==> src/nhf_pkg.sv <==
// Shared constants, pin bundles and state types for the nibble FIFO host controller
package nhf_pkg;

  // Geometry of the external buffer
  localparam int unsigned NHF_DEPTH    = 64;
  localparam int unsigned NHF_NIBBLE_W = 4;
  localparam int unsigned NHF_SYNC_W   = NHF_NIBBLE_W + 2;

  // Reset values
  localparam logic [NHF_NIBBLE_W-1:0] NHF_NIBBLE_RST = 4'h0;
  localparam logic                    NHF_LOW        = 1'b0;
  localparam logic                    NHF_HIGH       = 1'b1;

  // Pins driven by the host into the buffer
  typedef struct packed {
    logic                    push;          // Push strobe, active high
    logic                    pop;           // Pop strobe, active high
    logic [NHF_NIBBLE_W-1:0] write_nibble;  // Bit 3 is write_nibble_bit3, bit 0 write_nibble_bit0
  } nhf_pins_out_s;

  // Pins driven by the buffer toward the host
  typedef struct packed {
    logic                    free_slot;     // Entry stage can take a nibble
    logic                    word_valid;    // Output position holds a nibble
    logic [NHF_NIBBLE_W-1:0] read_nibble;   // Nibble at the output position
  } nhf_pins_in_s;

  // Write side handshake states
  typedef enum logic [1:0] {
    NHF_W_IDLE,
    NHF_W_SETUP,
    NHF_W_PUSH,
    NHF_W_RELEASE
  } nhf_wstate_e;

  // Read side handshake states
  typedef enum logic [1:0] {
    NHF_R_IDLE,
    NHF_R_POP,
    NHF_R_RELEASE
  } nhf_rstate_e;

endpackage : nhf_pkg

==> src/nhf_host.sv <==
// Host controller that fills and drains the external 64 x 4 handshake FIFO
module nhf_host
  import nhf_pkg::*;
(
  input  wire logic                    clk,       // 10 MHz system clock
  input  wire logic                    reset,     // Asynchronous reset, active high
  // Producer side user port
  input  wire logic                    wr_valid,  // User offers a nibble
  input  wire logic [NHF_NIBBLE_W-1:0] wr_data,   // Nibble to push
  output logic                         wr_ready,  // One-cycle pulse: nibble accepted
  // Consumer side user port
  output logic                         rd_valid,  // Popped nibble available
  output logic      [NHF_NIBBLE_W-1:0] rd_data,   // Popped nibble
  input  wire logic                    rd_ready,  // User takes the nibble
  // Buffer pins
  input  wire nhf_pins_in_s            pins_in,   // Status and data from the buffer
  output nhf_pins_out_s                pins_out   // Strobes and data toward the buffer
);

  nhf_pins_in_s  pin_s;         // Synchronised copy of the buffer pins
  nhf_wstate_e   wstate;
  nhf_wstate_e   next_wstate;
  nhf_rstate_e   rstate;
  nhf_rstate_e   next_rstate;
  logic                    push;          // Registered push strobe toward the buffer
  logic                    pop;           // Registered pop strobe toward the buffer
  logic [NHF_NIBBLE_W-1:0] write_nibble;  // Registered nibble on the data pins
  logic                    next_push;
  logic                    next_pop;
  logic [NHF_NIBBLE_W-1:0] next_write_nibble;
  logic                    next_wr_ready;
  logic                    next_rd_valid;
  logic [NHF_NIBBLE_W-1:0] next_rd_data;

  // Buffer pins change with no relation to clk, so every one is resynchronised
  nhf_sync #(
    .W (NHF_SYNC_W)
  ) u_sync (
    .clk   (clk),
    .reset (reset),
    .d     (pins_in),
    .q     (pin_s)
  );

  // Write side: present nibble, raise push, wait for capture, drop push, wait release
  always_comb begin
    next_wstate       = wstate;
    next_push         = push;
    next_write_nibble = write_nibble;
    next_wr_ready     = NHF_LOW;
    case (wstate)
      NHF_W_IDLE: begin
        // Full buffer holds free-slot low, so nothing is offered then
        if (wr_valid && pin_s.free_slot) begin
          next_write_nibble = wr_data;
          next_wr_ready     = NHF_HIGH;
          next_wstate       = NHF_W_SETUP;
        end
      end
      NHF_W_SETUP: begin
        // One cycle of data setup before the strobe
        next_push   = NHF_HIGH;
        next_wstate = NHF_W_PUSH;
      end
      NHF_W_PUSH: begin
        // Free-slot falling marks the capture; only then may push drop
        if (!pin_s.free_slot) begin
          next_push   = NHF_LOW;
          next_wstate = NHF_W_RELEASE;
        end
      end
      NHF_W_RELEASE: begin
        // Both lines now low; the buffer ripples the nibble inward on its own
        next_wstate = NHF_W_IDLE;
      end
      default: begin
        next_push   = NHF_LOW;
        next_wstate = NHF_W_IDLE;
      end
    endcase
  end

  // Write side registers
  always_ff @(posedge clk or posedge reset) begin
    if (reset) begin
      wstate       <= NHF_W_IDLE;
      push         <= NHF_LOW;
      write_nibble <= NHF_NIBBLE_RST;
      wr_ready     <= NHF_LOW;
    end else begin
      wstate       <= next_wstate;
      push         <= next_push;
      write_nibble <= next_write_nibble;
      wr_ready     <= next_wr_ready;
    end
  end

  // Pin bundle has a single driver; every field is a write-side or read-side flip-flop
  assign pins_out = {push, pop, write_nibble};

  // Read side: on word-valid capture the nibble and pop, then wait for both lines low
  always_comb begin
    next_rstate   = rstate;
    next_pop      = pop;
    next_rd_valid = rd_valid;
    next_rd_data  = rd_data;
    if (rd_valid && rd_ready) begin
      next_rd_valid = NHF_LOW;
    end
    case (rstate)
      NHF_R_IDLE: begin
        // Data settles before word-valid, so the synchronised nibble is steady here.
        // Popping waits for an empty holding register; the buffer absorbs the stall.
        if (pin_s.word_valid && !rd_valid) begin
          next_rd_data  = pin_s.read_nibble;
          next_rd_valid = NHF_HIGH;
          next_pop      = NHF_HIGH;
          next_rstate   = NHF_R_POP;
        end
      end
      NHF_R_POP: begin
        // Word-valid falling means the output nibble was removed
        if (!pin_s.word_valid) begin
          next_pop    = NHF_LOW;
          next_rstate = NHF_R_RELEASE;
        end
      end
      NHF_R_RELEASE: begin
        // Empty buffer keeps word-valid low, so idle simply waits for it
        next_rstate = NHF_R_IDLE;
      end
      default: begin
        next_pop    = NHF_LOW;
        next_rstate = NHF_R_IDLE;
      end
    endcase
  end

  // Read side registers
  always_ff @(posedge clk or posedge reset) begin
    if (reset) begin
      rstate       <= NHF_R_IDLE;
      pop          <= NHF_LOW;
      rd_valid     <= NHF_LOW;
      rd_data      <= NHF_NIBBLE_RST;
    end else begin
      rstate       <= next_rstate;
      pop          <= next_pop;
      rd_valid     <= next_rd_valid;
      rd_data      <= next_rd_data;
    end
  end
endmodule : nhf_host

==> src/nhf_sync.sv <==
// Two-stage synchroniser for buffer status and data pins
module nhf_sync
  import nhf_pkg::*;
#(
  parameter int unsigned W = NHF_SYNC_W
) (
  input  wire logic         clk,    // System clock
  input  wire logic         reset,  // Asynchronous reset, active high
  input  wire logic [W-1:0] d,      // Asynchronous input
  output logic      [W-1:0] q       // Synchronised output
);

  logic [W-1:0] stage1;

  // First stage feeds only the second; nothing else may look at it
  always_ff @(posedge clk or posedge reset) begin
    if (reset) begin
      stage1 <= '0;
      q      <= '0;
    end else begin
      stage1 <= d;
      q      <= stage1;
    end
  end

endmodule : nhf_sync

==> config.mk <==
export PLATFORM = sky130hd
export DESIGN_NAME = nhf_host
export DESIGN_NICKNAME = d
export VERILOG_FILES = /design/src/nhf_pkg.sv /design/src/nhf_host.sv /design/src/nhf_sync.sv
export SDC_FILE = /design/constraint.sdc
export NUM_CORES = 1
export LEC_CHECK = 0
export ABC_CLOCK_PERIOD_IN_PS = 1400
export BUFFER_PORTS_ARGS = -buffer_cell sky130_fd_sc_hd__clkbuf_2
export CAP_MARGIN = 5
export CELL_PAD_IN_SITES_DETAIL_PLACEMENT = 2
export CELL_PAD_IN_SITES_GLOBAL_PLACEMENT = 2
export CORE_MARGIN = 5
export CORE_UTILIZATION = 34
export CTS_CLUSTER_DIAMETER = 60
export DETAILED_ROUTE_END_ITERATION = 8
export GPL_TIMING_DRIVEN = 1
export PLACE_DENSITY_LB_ADDON = 0.1
export SYNTH_ARGS = -nofsm -noshare
export SYNTH_HDL_FRONTEND = slang
export SYNTH_SLANG_ARGS = --single-unit
==> constraint.sdc <==
create_clock -name clk -period 1.4 [get_ports clk]
set_input_delay 0.28 -clock clk [delete_from_list [all_inputs] [get_ports clk]]
set_output_delay 0.28 -clock clk [all_outputs]
set_load 0.02 [all_outputs]
======== Word level (Yosys, flattened, before mapping) ========
Index checks and enable logic that the tools add are counted.
word-level totals
  register bits after elaboration ......... 28
  input bits .............................. 14
  output and inout bits ................... 12
cells by class
  eq/ne operators ......................... 9
  multiplexer cells ....................... 16
  bitwise logic cells ..................... 1
  reductions and logical operators ........ 13
operators with widths
  operator            count
  $reduce_and 2->1    5
  $mux 1              8
  $mux 2              4
  $ne 2x2->1 const B  4
  $pmux 2 s4          1
  $eq 2x2->1 const B  3
  $eq 2x1->1 const B  2
  $logic_not 2->1     2
  $pmux 2 s2          1
  $logic_and 1x1->1   3
  $pmux 1 s3          1
  $reduce_and 3->1    1
  $pmux 1 s2          1
  $reduce_bool 2->1   1
  $logic_not 1->1     1
  $not 1->1           1

======== Logic depth before layout (Yosys ltp) ========
  word-level depth ........................ 4
  depth in mapped cells ................... 5

======== Modules after synthesis ========
A second synthesis with hierarchy kept.
unflattened totals
  cell total of the unflattened synthesis .. 66
  area total of the unflattened synthesis .. 996.0 µm²
by module, submodules not included
  module    instances  cells each  area an instance (µm²)  sequential area each (µm²)
  nhf_host  1          53          691.9                   400.4
  nhf_sync  1          13          304.0                   300.3

======== Worst setup path after synthesis ========
OpenSTA, ideal clock, no wires.
  path kind ............................... register to register
  start point ............................. register wstate[0]
  end point ............................... register write_nibble[0]
  library setup time ...................... 0.125 ns
  arrival time ............................ 1.141 ns
  setup slack ............................. 0.134 ns
  stages on the path, launching flop included .. 5
  path buffers ............................ 0
  cells stage by stage .................... dfrtp_1 -> inv_1 -> ha_1 -> nand3_1 -> mux2_2
on the way
  longest elaborated chain between the ends .. 2
RTL lines
  element                            line            RTL
  start, declared                    nhf_host.sv:21  nhf_wstate_e wstate;
  start signal, assigned             nhf_host.sv:91  wstate <= next_wstate;
  $logic_not 2->1                    nhf_host.sv:51  case (wstate)
  $reduce_and 2->1 (no source line)  n/a
  end signal, assigned               nhf_host.sv:93  write_nibble <= next_write_nibble;
  end, declared                      nhf_host.sv:27  logic [NHF_NIBBLE_W-1:0] write_nibble;
No other way between the ends.
A chain may end at the register's enable or synchronous reset.

======== Final worst setup path ========
  start point ............................. register rstate[1]
  end point ............................... register rd_data[3]
on the way
  longest elaborated chain between the ends .. 2
RTL lines
  element                            line             RTL
  start, declared                    nhf_host.sv:23   nhf_rstate_e rstate;
  start signal, assigned             nhf_host.sv:147  rstate <= next_rstate;
  $logic_not 2->1                    nhf_host.sv:110  case (rstate)
  $reduce_and 2->1 (no source line)  n/a
  end signal, assigned               nhf_host.sv:150  rd_data <= next_rd_data;
  end, declared                      nhf_host.sv:13   output logic [NHF_NIBBLE_W-1:0] rd_data,
No other way between the ends.

==> results.json <==
{
  "outcome": "completed",
  "worst_clock_skew_ns": 0.005145,
  "p_leak_uw": 0.0006199,
  "grt_max_degree": 29,
  "port_buffers": 25,
  "async_reset_ff_share_pct": 100.0,
  "yosys_register_bits": 28,
  "min_to": "u_sync.stage1[1]",
  "worst_pin_slew_ns": 0.3536,
  "netlist_area_um2": 987.2,
  "yosysWarningCount": 0,
  "yosysTopAreaCellShare_pct": 70.98,
  "fin_crit_sh_pct": 93.77,
  "ys_types": 16,
  "via_per_inst": 4.709,
  "num_rows": 19,
  "dieWidth_um": 63.89,
  "hold_viol": 0,
  "diodes": 0,
  "clkSinkCount": 28,
  "arrival_ns": 1.54,
  "dr.pass1.iters": 2,
  "dieArea_um2": 4081,
  "timing.rr.end": "rd_data[3]",
  "p_per_area_nw_per_um2": 1996,
  "grt_pass1_vias": 710,
  "start_util_pct": 35.49,
  "fin_cells": 127,
  "path_max_fanout": 5,
  "ys.flop_type": "dfrtp_1",
  "max_freq_ghz": 0.7618,
  "synth_top_area_cell": "dfrtp_1",
  "yosysMostFrequentCell": "dfrtp_1",
  "reg2reg_from": "rstate[1]",
  "maxCapViolCount": 0,
  "boundaryPins": 26,
  "worstSetupPathType": "reg -> reg",
  "place_inst": 122,
  "fin_hold_ws_ns": 0.03841,
  "cts_tree": "done",
  "synthTopCellsByCount": "dfrtp_1 (28), mux2_2 (9), inv_1 (6), nand2_1 (4), ha_1 (3)",
  "max_slew_margin_pct": 76.43,
  "rsz0062_at_grt": "false",
  "cp_data_required_time_ns": 1.63,
  "synth_edf_count": 0,
  "synth_area_per_cell_um2": 15.19,
  "final_nets": 114,
  "avgRoutedWirePerCell_um": 14.48,
  "cts_made_buffers": 3,
  "syn_to_final_growth_pct": 25.73,
  "vias": 598,
  "core-area_um2": 2781,
  "hold_class": "in -> reg",
  "reg2reg_slack_ns": 0.09,
  "path_clk_slew_ns": 0.15,
  "cts-htree-levels": 1,
  "syn_nets": 82,
  "clk_latency_ns": 0.33,
  "post_cts_buffers": 0,
  "clock_path_buffers": 2,
  "crit_path_end_kind": "register",
  "min_period_ns": 1.313,
  "finalSetupViolations": 0,
  "max-vdd-ir-drop_v": 0.0009245,
  "grt_pass1_wl_um": 3187,
  "drtIter0Drc": 3,
  "routed_wl_um": 1839,
  "startpoint": "rstate[1]",
  "cts-root-buf": "clkbuf_4",
  "yosys-top-cells-area": "dfrtp_1 (71%), mux2_2 (10%), ha_1 (3.8%)",
  "synthCells": 65,
  "start_kind": "register",
  "die_y_um": 63.89,
  "antenna_found_initial": 0,
  "gp_congestion": 0.7102,
  "hold-path-cell-count": 1,
  "drive_gt1_share_pct": 50.00,
  "hold_path_startpoint": "pins_in[1]",
  "antenna_left": 0,
  "grt-ovfl-total": 0,
  "grt_usage_pct": 10.22,
  "route.detailed.drc": 0,
  "ys_seq_area_share_pct": 70.98,
  "drv_slew": 0,
  "reg2reg_depth": 3,
  "place_hpwl_um": 1357
}
==> through the flow <==
step | TNS, ns | utilization (%) | setup slack (ns) | area, µm² | power, µW
floorplan | 0 | - | 0.1339 | 987.2 | 1676
global placement | 0 | 41.66 | 0.05523 | 1159 | 1901
detailed placement | -0.1077 | 41.66 | -0.03538 | 1159 | 1942
CTS | 0 | 44.08 | 0.03065 | 1226 | 2501
global route | 0 | 44.62 | 0.01404 | 1241 | 2644
finish | 0 | 44.62 | 0.08724 | 1241 | 2478
==> area by class of cell <==
type	count	area, µm²
clock inverter	1	30.03
timing repair buffer	29	157.7
multi-input combinational	29	269.0
tap	31	38.79
clock buffer	3	22.52
fill	289	1540
sequential	28	700.7
inverter	6	22.52
==> critical path, stage by stage, from the launching register on <==
cell      delay [ns]
dfrtp_1         0.41
nand2b_4        0.16
nor3_4          0.26
mux2_2          0.38
==> registers in the layout (all words and copies together) (netlist names) <==
name / flops
u_sync.stage1: 6
u_sync.q: 6
rd_valid: 1
rd_data: 4
pop: 1
wstate: 2
wr_ready: 1
push: 1
write_nibble: 4
rstate: 2
==> repair_timing <==
item,CTS,global route
setup endpoints to repair,4,5
hold buffers,1,0
gates resized for setup,1,3
endpoints found under the hold margin,28,0
==> layout by cell type (no fill, tap or decap) <==
cell type,n
nand2_1,4
nand2b_4,1
ha_1,2
clkbuf_4,3
clkbuf_2,25
buf_4,3
o21ai_0,2
bufinv_16,1
a21oi_1,1
ha_2,1
nor3_1,1
dlygate4sd3_1,1
o211ai_1,1
a21o_2,2
inv_1,6
nand3_4,1
dfrtp_1,28
nor3_4,1
nor2_1,2
a22oi_2,1
mux2_2,9
==> layer usage <==
| layer | share of wire [%] | GRT usage (%) |
|---|---|---|
| met4 | 2.1 | 4.675 |
| met2 | 54 | 18.22 |
| met1 | 39 | 10.91 |
| met5 | 0 | 0 |
| met3 | 5.2 | 3.152 |
==> cells by family (layout without fill, tap and decap cells) <==
logic type / count (synthesis) / count (layout) / share of synthesized area, %
AND/OR/NAND/NOR: 10 / 10 / 6.336
flip-flops: 28 / 28 / 70.98
AO/OA/AOI/OAI: 7 / 7 / 4.817
buffers and inverters: 8 / 39 / 3.802
multiplexers: 9 / 9 / 10.27
adder cells (fa/ha/maj): 3 / 3 / 3.803
==> worst max path at each step <==
stage | end | slack (ns) | depth (start not counted)
after floorplan | write_nibble[0] | 0.13 | 4
after global placement | write_nibble[3] | 0.06 | 4
after detailed placement | write_nibble[1] | -0.04 | 4
after CTS | wstate[1] | 0.03 | 4
after global routing | rd_data[3] | 0.01 | 3
final | rd_data[3] | 0.09 | 3
==> where the power goes <==
group | internal (µW) | total [µW] | switching, µW | leakage (µW)
registers | 1010 | 1140 | 127 | 0.000333
clock network | 290 | 528 | 238 | 0.0000279
logic | 365 | 815 | 450 | 0.000259
total | 1660 | 2480 | 815 | 0.000620
Power figures use the tool's default switching activity.
